$ cat src/rtl/cox_pkg.sv
// Constants shared by the opcode execution subset
package cox_pkg;
	// Summary of operation
	// - Loop decrement, branch if nonzero, flags kept
	// - Divide H:A by X, quotient A, remainder H
	// - Multiply A by X into X:A, clear H, C
	// - Push A/H/X at SP, then decrement SP
	// - Increment SP, then pull A/H/X from stack
	// - Return pulls PC high then low, four cycles
	// - Halt clears interrupt mask, stops oscillator
	// - Test sets N and Z, writes nothing
	// - Copy byte; index forms post-increment H:X
	// - Xor operand into A, V cleared, N Z
	// - Or operand into A, V cleared, N Z
	// - Plus one in place, V N Z, carry kept
	// - Minus one in place, V N Z, carry kept
	// - Negate operand, V N Z C updated
	// - Shift left, bit 7 to carry, zero in
	// - Rotate left through carry, V N Z from result
	// - Rotate right through carry, V N Z from result
	// - Prefix byte selects stack-offset opcode forms
	localparam int APB_AW = 8;
	localparam logic [7:0] REG_OPCODE = 8'h00;
	localparam logic [7:0] REG_OPERAND = 8'h04;
	localparam logic [7:0] REG_ACC = 8'h08;
	localparam logic [7:0] REG_INDEX = 8'h0c;
	localparam logic [7:0] REG_SP = 8'h10;
	localparam logic [7:0] REG_PC = 8'h14;
	localparam logic [7:0] REG_FLAGS = 8'h18;
	localparam logic [7:0] REG_CTRL = 8'h1c;
	localparam logic [7:0] REG_STATUS = 8'h20;
	localparam logic [7:0] REG_MOUT = 8'h24;
	localparam logic [7:0] REG_CYC = 8'h28;
	localparam logic [1:0] STK_WIN_SEL = 2'h1;
	localparam int OPC_PRE_BIT = 8;
	localparam int OPR_REL_LSB = 8;
	localparam int IDX_H_LSB = 8;
	localparam int CTL_START_BIT = 0;
	localparam int CTL_WAKE_BIT = 1;
	localparam int CTL_CLR_ILL_BIT = 2;
	localparam int V_BIT = 7;
	localparam int H_BIT = 4;
	localparam int I_BIT = 3;
	localparam int N_BIT = 2;
	localparam int Z_BIT = 1;
	localparam int C_BIT = 0;
	localparam logic [7:0] CCR_RST = 8'h68;
	localparam logic [15:0] SP_RST = 16'h00ff;
	localparam logic [7:0] OP_PREFIX = 8'h9e;
	localparam logic [7:0] OP_MUL = 8'h42;
	localparam logic [7:0] OP_DIV = 8'h52;
	localparam logic [7:0] OP_PUSH_A = 8'h87;
	localparam logic [7:0] OP_PUSH_H = 8'h8b;
	localparam logic [7:0] OP_PUSH_X = 8'h89;
	localparam logic [7:0] OP_POP_A = 8'h86;
	localparam logic [7:0] OP_POP_H = 8'h8a;
	localparam logic [7:0] OP_POP_X = 8'h88;
	localparam logic [7:0] OP_RTS = 8'h81;
	localparam logic [7:0] OP_STOP = 8'h8e;
	localparam logic [7:0] OP_MOV_DD = 8'h4e;
	localparam logic [7:0] OP_MOV_IMD = 8'h6e;
	localparam logic [3:0] LO_NEG = 4'h0;
	localparam logic [3:0] LO_ROR = 4'h6;
	localparam logic [3:0] LO_LSL = 4'h8;
	localparam logic [3:0] LO_ROL = 4'h9;
	localparam logic [3:0] LO_DEC = 4'ha;
	localparam logic [3:0] LO_LOOP_DECREMENT_BRANCH_OP = 4'hb;
	localparam logic [3:0] LO_INC = 4'hc;
	localparam logic [3:0] LO_TST = 4'hd;
	localparam logic [3:0] LO_MOV = 4'he;
	localparam logic [3:0] LO_EOR = 4'h8;
	localparam logic [3:0] LO_ORA = 4'ha;
	localparam logic [3:0] HI_DIR_RMW = 4'h3;
	localparam logic [3:0] HI_INH_A = 4'h4;
	localparam logic [3:0] HI_INH_X = 4'h5;
	localparam logic [3:0] HI_IX1_RMW = 4'h6;
	localparam logic [3:0] HI_IX_RMW = 4'h7;
	localparam logic [3:0] HI_IMM = 4'ha;
	localparam logic [3:0] HI_DIR = 4'hb;
	localparam logic [3:0] HI_EXT = 4'hc;
	localparam logic [3:0] HI_IX2 = 4'hd;
	localparam logic [3:0] HI_IX1 = 4'he;
	localparam logic [3:0] HI_SP2 = 4'hd;
	localparam logic [3:0] HI_SP1 = 4'he;
	localparam logic [2:0] CYC_INH = 3'h1;
	localparam logic [2:0] CYC_DIR_RMW = 3'h4;
	localparam logic [2:0] CYC_IX1_RMW = 3'h4;
	localparam logic [2:0] CYC_IX_RMW = 3'h3;
	localparam logic [2:0] CYC_SP1_RMW = 3'h5;
	localparam logic [2:0] CYC_IMM = 3'h2;
	localparam logic [2:0] CYC_DIR = 3'h3;
	localparam logic [2:0] CYC_EXT = 3'h4;
	localparam logic [2:0] CYC_IX2 = 3'h4;
	localparam logic [2:0] CYC_IX1 = 3'h3;
	localparam logic [2:0] CYC_IX = 3'h2;
	localparam logic [2:0] CYC_SP1 = 3'h4;
	localparam logic [2:0] CYC_SP2 = 3'h5;
	localparam logic [2:0] CYC_MUL = 3'h5;
	localparam logic [2:0] CYC_DIV = 3'h7;
	localparam logic [2:0] CYC_STACK = 3'h2;
	localparam logic [2:0] CYC_RTS = 3'h4;
	localparam logic [2:0] CYC_MOV_DD = 3'h5;
	localparam logic [2:0] CYC_MOV = 3'h4;
	localparam logic [2:0] LEN_ONE = 3'h1;
	localparam logic [2:0] LEN_TWO = 3'h2;
	localparam logic [2:0] LEN_THREE = 3'h3;
	localparam logic [2:0] LEN_FOUR = 3'h4;
endpackage : cox_pkg

$ cat src/rtl/cox_stk_if.sv
`timescale 1ns/10ps
// Signals between the executor and its stack byte store
interface cox_stk_if #(
	parameter int AW = 4
);
	logic we;
	logic [AW-1:0] waddr;
	logic [7:0] wdata;
	logic [AW-1:0] ra1;
	logic [AW-1:0] ra2;
	logic [AW-1:0] raw;
	logic [7:0] rd1;
	logic [7:0] rd2;
	logic [7:0] rdw;
	modport ctl (output we, waddr, wdata, ra1, ra2, raw, input rd1, rd2, rdw);
	modport mem (input we, waddr, wdata, ra1, ra2, raw, output rd1, rd2, rdw);
endinterface : cox_stk_if

$ cat src/rtl/cox_stack.sv
`timescale 1ns/10ps
// Stack byte store with one write port and three read ports
module cox_stack #(
	parameter int AW = 4
) (
	input wire logic pclk,
	input wire logic presetn,
	cox_stk_if.mem stk
);
	logic [7:0] mem_r [2**AW];

	for (genvar i = 0; i < 2**AW; i++) begin : g_ent
		always_ff @(posedge pclk or negedge presetn) begin
			if (!presetn) begin
				mem_r[i] <= 8'h00;
			end else if (stk.we && stk.waddr == AW'(i)) begin
				mem_r[i] <= stk.wdata;
			end
		end
	end

	assign stk.rd1 = mem_r[stk.ra1];
	assign stk.rd2 = mem_r[stk.ra2];
	assign stk.rdw = mem_r[stk.raw];
endmodule : cox_stack

$ cat src/rtl/cox_exec.sv
`timescale 1ns/10ps
// Opcode decode and execute unit with APB register access
module cox_exec #(
	parameter int STACK_AW = 4
) (
	input wire logic pclk,
	input wire logic presetn,
	input wire logic psel,
	input wire logic penable,
	input wire logic pwrite,
	input wire logic [cox_pkg::APB_AW-1:0] paddr,
	input wire logic [31:0] pwdata,
	output logic [31:0] prdata,
	output logic pready,
	output logic pslverr,
	output logic osc_stop,
	output logic irq_pin_en,
	output logic illegal_opcode
);
	import cox_pkg::*;

	typedef enum logic [2:0] {
		ST_IDLE = 3'b001,
		ST_EXEC = 3'b010,
		ST_HALT = 3'b100
	} cox_state_t;

	cox_state_t state_r;
	logic [7:0] op_r;
	logic pre_r;
	logic [7:0] m_r;
	logic [7:0] rel_r;
	logic [7:0] acc_r;
	logic [7:0] h_r;
	logic [7:0] x_r;
	logic [15:0] sp_r;
	logic [15:0] pc_r;
	logic [7:0] ccr_r;
	logic [7:0] mout_r;
	logic mwr_r;
	logic ill_r;
	logic [2:0] cnt_r;
	logic [2:0] lastcyc_r;
	logic [31:0] prdata_r;
	logic slverr_r;
	logic illp_r;

	cox_stk_if #(.AW(STACK_AW)) stk_bus ();

	cox_stack #(.AW(STACK_AW)) u_stack (
		.pclk(pclk),
		.presetn(presetn),
		.stk(stk_bus.mem)
	);

	// Decode
	logic [3:0] hi;
	logic [3:0] lo;
	logic col_rmw;
	logic lo_rmw;
	logic is_rmw;
	logic is_log;
	logic is_mov;
	logic is_sgl;
	logic illegal_w;
	logic inh_a;
	logic inh_x;
	logic [7:0] src;
	assign hi = op_r[7:4];
	assign lo = op_r[3:0];
	assign col_rmw = pre_r ? (hi == HI_IX1_RMW) : (hi >= HI_DIR_RMW && hi <= HI_IX_RMW);
	assign lo_rmw = lo == LO_NEG || lo == LO_ROR || lo == LO_LSL || lo == LO_ROL || lo == LO_DEC
		|| lo == LO_LOOP_DECREMENT_BRANCH_OP || lo == LO_INC || lo == LO_TST;
	assign is_rmw = col_rmw && lo_rmw;
	assign is_log = (pre_r ? (hi == HI_SP2 || hi == HI_SP1) : (hi >= HI_IMM)) && (lo == LO_EOR || lo == LO_ORA);
	assign is_mov = !pre_r && lo == LO_MOV && hi >= HI_INH_A && hi <= HI_IX_RMW;
	assign is_sgl = !pre_r && (op_r == OP_MUL || op_r == OP_DIV || op_r == OP_PUSH_A || op_r == OP_PUSH_H
		|| op_r == OP_PUSH_X || op_r == OP_POP_A || op_r == OP_POP_H || op_r == OP_POP_X
		|| op_r == OP_RTS || op_r == OP_STOP);
	assign illegal_w = !(is_rmw || is_log || is_mov || is_sgl);
	assign inh_a = !pre_r && hi == HI_INH_A;
	assign inh_x = !pre_r && hi == HI_INH_X;
	assign src = inh_a ? acc_r : (inh_x ? x_r : m_r);

	// Length and cycle count
	logic [2:0] len_w;
	logic [2:0] cyc_w;
	logic [2:0] base_w;
	logic [2:0] blen_w;
	always_comb begin
		base_w = CYC_INH;
		blen_w = LEN_ONE;
		if (pre_r) begin
			base_w = CYC_SP1_RMW;
			blen_w = LEN_THREE;
		end else if (hi == HI_DIR_RMW) begin
			base_w = CYC_DIR_RMW;
			blen_w = LEN_TWO;
		end else if (hi == HI_IX1_RMW) begin
			base_w = CYC_IX1_RMW;
			blen_w = LEN_TWO;
		end else if (hi == HI_IX_RMW) begin
			base_w = CYC_IX_RMW;
		end
		len_w = LEN_ONE;
		cyc_w = CYC_INH;
		if (is_rmw) begin
			len_w = blen_w;
			cyc_w = base_w;
			if (lo == LO_TST && !(inh_a || inh_x)) begin
				cyc_w = base_w - 3'h1;
			end else if (lo == LO_LOOP_DECREMENT_BRANCH_OP) begin
				len_w = blen_w + 3'h1;
				cyc_w = (inh_a || inh_x) ? base_w + 3'h2 : base_w + 3'h1;
			end
		end else if (is_log) begin
			if (pre_r) begin
				cyc_w = (hi == HI_SP2) ? CYC_SP2 : CYC_SP1;
				len_w = (hi == HI_SP2) ? LEN_FOUR : LEN_THREE;
			end else begin
				case (hi)
					HI_IMM: begin cyc_w = CYC_IMM; len_w = LEN_TWO; end
					HI_DIR: begin cyc_w = CYC_DIR; len_w = LEN_TWO; end
					HI_EXT: begin cyc_w = CYC_EXT; len_w = LEN_THREE; end
					HI_IX2: begin cyc_w = CYC_IX2; len_w = LEN_THREE; end
					HI_IX1: begin cyc_w = CYC_IX1; len_w = LEN_TWO; end
					default: begin cyc_w = CYC_IX; len_w = LEN_ONE; end
				endcase
			end
		end else if (is_mov) begin
			cyc_w = (op_r == OP_MOV_DD) ? CYC_MOV_DD : CYC_MOV;
			len_w = (op_r == OP_MOV_DD || op_r == OP_MOV_IMD) ? LEN_THREE : LEN_TWO;
		end else if (op_r == OP_MUL) begin
			cyc_w = CYC_MUL;
		end else if (op_r == OP_DIV) begin
			cyc_w = CYC_DIV;
		end else if (op_r == OP_RTS) begin
			cyc_w = CYC_RTS;
		end else if (op_r != OP_STOP) begin
			cyc_w = CYC_STACK;
		end
	end

	// Datapath
	logic [7:0] acc_nxt;
	logic [7:0] h_nxt;
	logic [7:0] x_nxt;
	logic [15:0] sp_nxt;
	logic [15:0] pc_nxt;
	logic [7:0] ccr_nxt;
	logic [7:0] mout_nxt;
	logic mwr_nxt;
	logic stk_wr_w;
	logic [7:0] stk_wd_w;
	logic halt_w;
	logic [7:0] res;
	logic [15:0] prod;
	logic [15:0] quot;
	logic [7:0] rem;
	logic [15:0] hx_inc;
	assign prod = acc_r * x_r;
	assign quot = {h_r, acc_r} / {8'h00, (x_r == 8'h00) ? 8'h01 : x_r};
	assign rem = 8'({h_r, acc_r} % {8'h00, (x_r == 8'h00) ? 8'h01 : x_r});
	assign hx_inc = {h_r, x_r} + 16'h0001;
	always_comb begin
		acc_nxt = acc_r;
		h_nxt = h_r;
		x_nxt = x_r;
		sp_nxt = sp_r;
		pc_nxt = pc_r + {13'h0000, len_w};
		ccr_nxt = ccr_r;
		mout_nxt = mout_r;
		mwr_nxt = 1'b0;
		stk_wr_w = 1'b0;
		stk_wd_w = acc_r;
		halt_w = 1'b0;
		res = src;
		if (is_rmw) begin
			case (lo)
				LO_NEG: begin
					res = 8'h00 - src;
					ccr_nxt[C_BIT] = res != 8'h00;
					ccr_nxt[V_BIT] = res == 8'h80;
				end
				LO_ROR: begin
					res = {ccr_r[C_BIT], src[7:1]};
					ccr_nxt[C_BIT] = src[0];
					ccr_nxt[V_BIT] = res[7] ^ src[0];
				end
				LO_LSL: begin
					res = {src[6:0], 1'b0};
					ccr_nxt[C_BIT] = src[7];
					ccr_nxt[V_BIT] = res[7] ^ src[7];
				end
				LO_ROL: begin
					res = {src[6:0], ccr_r[C_BIT]};
					ccr_nxt[C_BIT] = src[7];
					ccr_nxt[V_BIT] = res[7] ^ src[7];
				end
				LO_DEC: begin
					res = src - 8'h01;
					ccr_nxt[V_BIT] = res == 8'h7f;
				end
				LO_INC: begin
					res = src + 8'h01;
					ccr_nxt[V_BIT] = res == 8'h80;
				end
				LO_LOOP_DECREMENT_BRANCH_OP: begin
					res = src - 8'h01;
					if (res != 8'h00) begin
						pc_nxt = pc_r + {13'h0000, len_w} + {{8{rel_r[7]}}, rel_r};
					end
				end
				default: begin
					res = src;
				end
			endcase
			if (lo != LO_LOOP_DECREMENT_BRANCH_OP) begin
				ccr_nxt[N_BIT] = res[7];
				ccr_nxt[Z_BIT] = res == 8'h00;
			end
			if (lo != LO_TST) begin
				if (inh_a) begin
					acc_nxt = res;
				end else if (inh_x) begin
					x_nxt = res;
				end else begin
					mout_nxt = res;
					mwr_nxt = 1'b1;
				end
			end
		end else if (is_log) begin
			res = (lo == LO_EOR) ? (acc_r ^ m_r) : (acc_r | m_r);
			acc_nxt = res;
			ccr_nxt[V_BIT] = 1'b0;
			ccr_nxt[N_BIT] = res[7];
			ccr_nxt[Z_BIT] = res == 8'h00;
		end else if (is_mov) begin
			mout_nxt = m_r;
			mwr_nxt = 1'b1;
			ccr_nxt[V_BIT] = 1'b0;
			ccr_nxt[N_BIT] = m_r[7];
			ccr_nxt[Z_BIT] = m_r == 8'h00;
			if (op_r != OP_MOV_DD && op_r != OP_MOV_IMD) begin
				h_nxt = hx_inc[15:8];
				x_nxt = hx_inc[7:0];
			end
		end else begin
			case (op_r)
				OP_MUL: begin
					x_nxt = prod[15:8];
					acc_nxt = prod[7:0];
					ccr_nxt[H_BIT] = 1'b0;
					ccr_nxt[C_BIT] = 1'b0;
				end
				OP_DIV: begin
					if (x_r == 8'h00 || h_r >= x_r) begin
						ccr_nxt[C_BIT] = 1'b1;
					end else begin
						acc_nxt = quot[7:0];
						h_nxt = rem;
						ccr_nxt[C_BIT] = 1'b0;
						ccr_nxt[Z_BIT] = quot[7:0] == 8'h00;
					end
				end
				OP_PUSH_A, OP_PUSH_H, OP_PUSH_X: begin
					stk_wr_w = 1'b1;
					stk_wd_w = (op_r == OP_PUSH_A) ? acc_r : ((op_r == OP_PUSH_H) ? h_r : x_r);
					sp_nxt = sp_r - 16'h0001;
				end
				OP_POP_A: begin
					acc_nxt = stk_bus.rd1;
					sp_nxt = sp_r + 16'h0001;
				end
				OP_POP_H: begin
					h_nxt = stk_bus.rd1;
					sp_nxt = sp_r + 16'h0001;
				end
				OP_POP_X: begin
					x_nxt = stk_bus.rd1;
					sp_nxt = sp_r + 16'h0001;
				end
				OP_RTS: begin
					pc_nxt = {stk_bus.rd1, stk_bus.rd2};
					sp_nxt = sp_r + 16'h0002;
				end
				OP_STOP: begin
					ccr_nxt[I_BIT] = 1'b0;
					halt_w = 1'b1;
				end
				default: begin
					halt_w = 1'b0;
				end
			endcase
		end
	end

	// Sequencing and APB decode
	logic idle;
	logic commit;
	logic aligned;
	logic stk_hit;
	logic mapped;
	logic wr_en;
	logic we_stk;
	logic ctl_wr;
	logic start;
	logic ill_set;
	logic ill_clr;
	logic [31:0] rd_mux;
	assign idle = state_r == ST_IDLE;
	assign commit = state_r == ST_EXEC && cnt_r == 3'h0;
	assign aligned = paddr[1:0] == 2'h0;
	assign stk_hit = aligned && paddr[7:6] == STK_WIN_SEL;
	assign mapped = stk_hit || (aligned && paddr <= REG_CYC);
	assign wr_en = psel && penable && pwrite && mapped;
	assign we_stk = wr_en && idle && stk_hit;
	assign ctl_wr = wr_en && paddr == REG_CTRL;
	assign start = ctl_wr && pwdata[CTL_START_BIT] && idle;
	assign ill_set = start && illegal_w;
	assign ill_clr = ctl_wr && pwdata[CTL_CLR_ILL_BIT];
	assign stk_bus.we = we_stk || (commit && stk_wr_w);
	assign stk_bus.waddr = we_stk ? paddr[2 +: STACK_AW] : sp_r[STACK_AW-1:0];
	assign stk_bus.wdata = we_stk ? pwdata[7:0] : stk_wd_w;
	assign stk_bus.ra1 = STACK_AW'(sp_r + 16'h0001);
	assign stk_bus.ra2 = STACK_AW'(sp_r + 16'h0002);
	assign stk_bus.raw = paddr[2 +: STACK_AW];
	assign rd_mux = stk_hit ? {24'h000000, stk_bus.rdw}
		: (paddr == REG_OPCODE) ? {23'h000000, pre_r, op_r}
		: (paddr == REG_OPERAND) ? {16'h0000, rel_r, m_r}
		: (paddr == REG_ACC) ? {24'h000000, acc_r}
		: (paddr == REG_INDEX) ? {16'h0000, h_r, x_r}
		: (paddr == REG_SP) ? {16'h0000, sp_r}
		: (paddr == REG_PC) ? {16'h0000, pc_r}
		: (paddr == REG_FLAGS) ? {24'h000000, ccr_r}
		: (paddr == REG_STATUS) ? {28'h0000000, mwr_r, state_r == ST_HALT, ill_r, state_r == ST_EXEC}
		: (paddr == REG_MOUT) ? {24'h000000, mout_r}
		: (paddr == REG_CYC) ? {29'h00000000, lastcyc_r}
		: 32'h00000000;
	assign pready = 1'b1;
	assign prdata = prdata_r;
	assign pslverr = slverr_r;
	assign osc_stop = state_r == ST_HALT;
	assign irq_pin_en = !ccr_r[I_BIT];
	assign illegal_opcode = illp_r;

	always_ff @(posedge pclk or negedge presetn) begin
		if (!presetn) begin
			prdata_r <= 32'h00000000;
			slverr_r <= 1'b0;
		end else if (psel && !penable) begin
			prdata_r <= pwrite ? 32'h00000000 : rd_mux;
			slverr_r <= !mapped;
		end
	end

	always_ff @(posedge pclk or negedge presetn) begin
		if (!presetn) begin
			state_r <= ST_IDLE;
			cnt_r <= 3'h0;
			lastcyc_r <= 3'h0;
			ill_r <= 1'b0;
			illp_r <= 1'b0;
			mwr_r <= 1'b0;
		end else begin
			ill_r <= ill_set || (ill_r && !ill_clr);
			illp_r <= ill_set;
			case (state_r)
				ST_IDLE: begin
					if (start && !illegal_w) begin
						state_r <= ST_EXEC;
						cnt_r <= cyc_w - 3'h1;
						lastcyc_r <= cyc_w;
						mwr_r <= 1'b0;
					end
				end
				ST_EXEC: begin
					cnt_r <= cnt_r - 3'h1;
					if (commit) begin
						mwr_r <= mwr_nxt;
						state_r <= halt_w ? ST_HALT : ST_IDLE;
					end
				end
				ST_HALT: begin
					if (ctl_wr && pwdata[CTL_WAKE_BIT]) begin
						state_r <= ST_IDLE;
					end
				end
				default: begin
					state_r <= ST_IDLE;
				end
			endcase
		end
	end

	always_ff @(posedge pclk or negedge presetn) begin
		if (!presetn) begin
			op_r <= 8'h00;
			pre_r <= 1'b0;
			m_r <= 8'h00;
			rel_r <= 8'h00;
			acc_r <= 8'h00;
			h_r <= 8'h00;
			x_r <= 8'h00;
			sp_r <= SP_RST;
			pc_r <= 16'h0000;
			ccr_r <= CCR_RST;
			mout_r <= 8'h00;
		end else if (commit) begin
			acc_r <= acc_nxt;
			h_r <= h_nxt;
			x_r <= x_nxt;
			sp_r <= sp_nxt;
			pc_r <= pc_nxt;
			ccr_r <= ccr_nxt;
			mout_r <= mout_nxt;
		end else if (wr_en && idle) begin
			case (paddr)
				REG_OPCODE: begin
					op_r <= pwdata[7:0];
					pre_r <= pwdata[OPC_PRE_BIT];
				end
				REG_OPERAND: begin
					m_r <= pwdata[7:0];
					rel_r <= pwdata[OPR_REL_LSB +: 8];
				end
				REG_ACC: acc_r <= pwdata[7:0];
				REG_INDEX: begin
					h_r <= pwdata[IDX_H_LSB +: 8];
					x_r <= pwdata[7:0];
				end
				REG_SP: sp_r <= pwdata[15:0];
				REG_PC: pc_r <= pwdata[15:0];
				REG_FLAGS: ccr_r <= pwdata[7:0];
				default: mout_r <= mout_r;
			endcase
		end
	end
endmodule : cox_exec

$ cat config.mk
export PLATFORM = sky130hd
export DESIGN_NAME = cox_exec
export DESIGN_NICKNAME = d
export VERILOG_FILES = /design/src/rtl/cox_pkg.sv /design/src/rtl/cox_stk_if.sv /design/src/rtl/cox_stack.sv /design/src/rtl/cox_exec.sv
export SDC_FILE = /design/constraint.sdc
export NUM_CORES = 1
export LEC_CHECK = 0
export BUFFER_PORTS_ARGS = -buffer_cell sky130_fd_sc_hd__buf_2
export CAP_MARGIN = 20
export CORE_UTILIZATION = 45
export DETAILED_ROUTE_END_ITERATION = 10
export SLEW_MARGIN = 20
export SYNTH_ARGS = -nofsm -noshare
export SYNTH_HDL_FRONTEND = slang
export SYNTH_SLANG_ARGS = --single-unit
$ cat constraint.sdc
create_clock -name pclk -period 76 [get_ports pclk]
set_clock_uncertainty 0.05 [all_clocks]
set_input_delay 7.6 -clock pclk [delete_from_list [all_inputs] [get_ports pclk]]
set_output_delay 7.6 -clock pclk [all_outputs]
set_load 0.02 [all_outputs]
# Word level (Yosys, flattened, before mapping)
# Index checks and enable logic that the tools add are counted.
# classes
div,2
multipliers,1
add_sub_neg,15
n_reduce_logical,125
n_bitwise,8
muxes,167
magnitude_cmp,9
n_eq_ne,101
# op_table
cell,count
$mux 8,57
$mux 16,23
$bmux 8 s4,3
$mux 3,27
$eq 4x4->1 const B,20
$eq 8x8->1 const B,10
$logic_not 8->1,6
$pmux 16 s3,1
$pmux 8 s6,1
$logic_and 1x1->1,45
$eq 8x7->1 const B,5
$eq 4x3->1 const B,9
$mux 1,33
$add 16x1->16 const B,2
$eq 8x5->1 const B,4
$pmux 8 s2,2
$reduce_and 6->1,5
$logic_or 1x1->1,27
$eq 8x6->1 const B,3
$pmux 8 s3,1
$mux 2,10
$ne 4x4->1 const B,5
$add 16x16->16,1
$add 16x2->16 const B,1
other kinds (65),127
# totals
elab_cells,469
regBits,270
input_bits,45

# Logic depth before layout (Yosys ltp)
# depth
depth_word,16
mapped_depth,154
ltp_nobuf,145

# Hierarchy
# A second synthesis with hierarchy kept.
# hier_totals
cells_unflattened,3188
area_unflattened_um2,27423.8
# by_module_without_submodules
module,area_each_um2,seq_area_each_um2,n_inst,cells_each
cox_exec,19638.8,3168.0,1,2684
cox_stack,7785.0,3203.1,1,504

# Worst setup path before layout
# OpenSTA, ideal clock, no wires.
# synth_path
path_kind,register to register
startpoint,reg x_r[5]
endpoint,reg acc_r[0]
stages_incl_launch_ff,147
setup_time_ps,124
n_path_buf,10
arrival_ps,31419
t_required_ps,75826
slack_ps,44407
period_less_slack_ps,31593
path_cell_list,dfrtp_1 -> buf_6 -> or4_4 -> nor2_1 -> nand2_1 -> nand2_1 -> inv_1 -> ha_1 -> a22oi_1 -> ha_1 -> or4b_2 -> o311ai_0 -> a21oi_1 -> a31o_2 -> ha_1 -> o211ai_1 -> a211oi_4 -> and4b_1 -> (+111 left out) -> o211ai_1 -> o22ai_1 -> nand3b_1 -> nor3_4 -> mux2_2 -> ha_1 -> a21o_1 -> a21oi_1 -> a21oi_1 -> o21ai_0 -> nand2b_1 -> a21oi_1 -> nor2b_1 -> nor4_1 -> and4_1 -> buf_2 -> a21oi_1 -> o31a_1
# synth_via
elab_chain_cells,9
elab_cells_between_ends,13
classes_between,1 x div; 1 x order compare; 1 x eq/ne; 7 x mux; 3 x reduce/logical
# synth_rtl
item,line_no,text
"start, declared",cox_exec.sv:35,logic [7:0] x_r;
"start signal, assigned",cox_exec.sv:412,x_r <= x_nxt;
"start signal, assigned",cox_exec.sv:430,x_r <= pwdata[7:0];
$logic_not 8->1,"cox_exec.sv:162, cox_exec.sv:257",
$mux 8,cox_exec.sv:162,"assign quot = {h_r, acc_r} / {8'h00, (x_r == 8'h00) ? 8'h01 : x_r};"
$div 16x8->16,cox_exec.sv:162,
$mux 8,cox_exec.sv:257,if (x_r == 8'h00 || h_r >= x_r) begin
$pmux 8 s3,cox_exec.sv:249,case (op_r)
$mux 8,cox_exec.sv:238,end else if (is_mov) begin
$mux 8,cox_exec.sv:232,end else if (is_log) begin
$mux 8,cox_exec.sv:178,if (is_rmw) begin
$mux 8,cox_exec.sv:409,end else if (commit) begin
"end signal, assigned",cox_exec.sv:410,acc_r <= acc_nxt;
"end signal, assigned",cox_exec.sv:427,REG_ACC: acc_r <= pwdata[7:0];
"end, declared",cox_exec.sv:33,logic [7:0] acc_r;
# Several ways; a longest one is shown, not always the timed one. The select of a mux whose other input is x is not followed.
# A chain may end at the register's enable or synchronous reset.

# Final worst setup path
# layout_path
startpoint,reg x_r[1]
endpoint,reg acc_r[0]
# Same word-level chain as after synthesis.

==> impl_metrics.tcl <==
set metrics [dict create \
    status "finished, final reports clean" \
    antennaDiodeCount 0 \
    finalSetupViolCount 0 \
    tritoncts "done" \
    die_width_um 248 \
    min_to "prdata[8]" \
    cts_made_buffers 30 \
    final.period_utilization 0.486 \
    htreeDepth 1 \
    worstSkewPairLatency_ns 0.63 \
    synthCells 3279 \
    ys_ff_latch 254 \
    setup_tns_ns 0 \
    min_from "prdata[8]" \
    synth_cell_types 105 \
    layout-drive-gt1-share 0.127 \
    routedWlPerCell_um 25.8 \
    row_count 89 \
    synthesis.area_um2 27200 \
    synth_compound_area_frac 0.235 \
    rsz0062_at_grt "false" \
    reg2reg_to "acc_r[0]" \
    place_worst_setup_slack_ns 39.70 \
    path_class "reg -> reg" \
    multi_input_area_um2 19400 \
    clockBufferDepth 3 \
    cap_violations 0 \
    nFillCells 5769 \
    slowest_delay_ns 0.81 \
    yosysWarnings 0 \
    io_pins 82 \
    hold_buffers 0 \
    fmax_mhz 27.1 \
    cp_common_cell "o21a_1" \
    worst_ep_arrival_time_ns 37.36 \
    port_buffers 48 \
    nets 3480 \
    antenna_left 0 \
    die-area_um2 61400 \
    route.detailed.drc 0 \
    synth_edf_count 0 \
    post_cts_buffers 0 \
    ys_async_sr_fraction 1.00 \
    synthAdderAreaFrac 0.115 \
    finalWorstSetupSlack_ns 39.05 \
    clkSlewWorstSetupHoldPaths_ns 0.06 \
    detail_route.vias_per_cell 6.65 \
    slew_viol_final 0 \
    grt_pass1_vias 25400 \
    grt_pass1_wl_um 156000 \
    critPathLaunchType "flip-flop" \
    postCtsResizedCells 0 \
    vias 26600 \
    area_growth_pct 6.88 \
    wirelength_um 103000 \
    slew_headroom 0.181 \
    tightest_slew_ns 1.23 \
    gr-total-overflow 0 \
    grt_usage 0.332 \
    yosys.area_share.simple 0.185 \
    muxShareOfSynthArea 0.135 \
    coreArea_um2 59400 \
    grt_max_degree 111 \
    die-height_um 248 \
    synth_flop_cell "dfrtp_1" \
    register_area_um2 6370 \
    ys_seq_area_frac 0.234 \
    r2r_cells 139 \
    antenna_found_initial 3 \
    hold_viol_final 0 \
    drt-initial-drc-count 3213 \
    synth_xor_area_frac 0.0403 \
    cp.required_ns 76.41 \
    r2r_start "x_r[1]" \
    cts-root-buf "clkbuf_16" \
    gp_congestion 0.987 \
    dpl.hpwl_um 74600 \
    r2r_setup_slack_ns 39.05 \
    start_util 0.458 \
    hold_depth 1 \
    finalCriticalPeriod_ns 36.95 \
    dr.pass1.iters 5 \
    hp-class "reg -> reg" \
    cts_sinks 254 \
    post_synth.cell_area_avg_um2 8.29 \
    critPathSlowestCell "dfrtp_1" \
    cp_max_fo 16 \
    cp-end-kind "flip-flop" \
    synth_top_family_by_area "compound AO/OA/AOI/OAI gates" \
]
## per-layer routing
metal | wire length (um) | global-route usage | share of wire
met1 | 42300 | 0.443 | 0.41
met2 | 46700 | 0.533 | 0.45
met4 | 4870 | 0.129 | 0.047
met3 | 9270 | 0.0579 | 0.090
met5 | 26 | 0 | 0.00025
## kinds of logic after synthesis
group,count (synthesis)
xor gates and xnor gates,125
buffers and inverters,377
other,2
and+or+nand+nor,1085
AOI/OAI and AO/OA,993
muxes,217
adders and majority gates,226
DFF,254
## synth_stat cells, types with 41 or more instances
| cell | count | area (um2) |
|---|---|---|
| a21o_1 | 44 | 330 |
| a21oi_1 | 238 | 1190 |
| clkbuf_1 | 174 | 653 |
| dfrtp_1 | 242 | 6060 |
| ha_1 | 187 | 2340 |
| inv_1 | 140 | 526 |
| mux2_2 | 51 | 574 |
| mux2i_1 | 50 | 500 |
| mux4_2 | 112 | 2520 |
| nand2_1 | 381 | 1430 |
| nand3_1 | 61 | 305 |
| nor2_1 | 292 | 1100 |
| nor3_1 | 97 | 485 |
| o21a_1 | 61 | 458 |
| o21ai_0 | 283 | 1420 |
| xnor2_1 | 84 | 736 |
| xor2_1 | 41 | 359 |
## worst max path at each step
stage                       from       end
after floorplan           x_r[5]  acc_r[0]
after global placement    x_r[4]  acc_r[0]
after detailed placement  x_r[4]  acc_r[0]
after CTS                 x_r[4]  acc_r[0]
after global routing      x_r[4]  acc_r[0]
final                     x_r[1]  acc_r[0]
## state kept, by name, summed over array words and instances, names as in the netlist, 8 cells and up
name and flops:
h_r 8, u_stack.mem_r 128, m_r 8, pc_r 16, mout_r 8, sp_r 16
ccr_r 8, x_r 8, acc_r 8, op_r 8, rel_r 8, prdata 16
## worst max-delay path, delay by kind of cell (launching register included)
| family | cells | cell delay [ns] |
|---|---|---|
| compound gates | 81 | 19.34 |
| mux | 7 | 2.57 |
| simple gates | 28 | 7.42 |
| buf+inv | 6 | 1.20 |
| flops | 1 | 0.81 |
| fa+ha+maj | 17 | 5.34 |
## through the flow
stage	std cells	hold WS, ns	utilization	cell area [um2]
after floorplan	3294	0.395	-	27200
after global placement	3949	0.412	0.473	28100
after detailed placement	3950	0.416	0.473	28100
after CTS	4005	0.431	0.490	29100
after global routing	4005	0.451	0.490	29100
final	4005	0.423	0.490	29100
## cell usage in the layout (no fill, tap or decap), drive strengths merged, types with 12 or more instances in the layout
cell type	n
nor2b	28
dfrtp	242
a31oi	27
nand3	61
clkbuf	46
o211ai	31
nor4	28
a221oi	30
nand2b	25
o31ai	33
o221ai	20
fa	39
a22oi	32
o21ai	293
nor2	293
ha	187
o21bai	16
or2	27
nand4	26
buf	113
and3	34
a21oi	239
xor2	41
o22ai	27
xnor2	84
mux4	112
dfstp	12
mux2	54
mux2i	51
inv	143
a21o	44
and2	22
nor3	98
o21a	62
a211oi	32
or3	21
a22o	15
nand2	382
conb	17
## final cells by class
type / count / area share
sequential: 254 / 0.219
clock inverter: 9 / 0.00422
tap: 773 / 0.0333
clock buffer: 46 / 0.0300
multi-input combinational: 2663 / 0.669
timing repair buffer: 113 / 0.0254
inverter: 147 / 0.0190
Power is not shown: default switching activity piles up to over one toggle a cycle in this logic, so the estimate is an artifact.
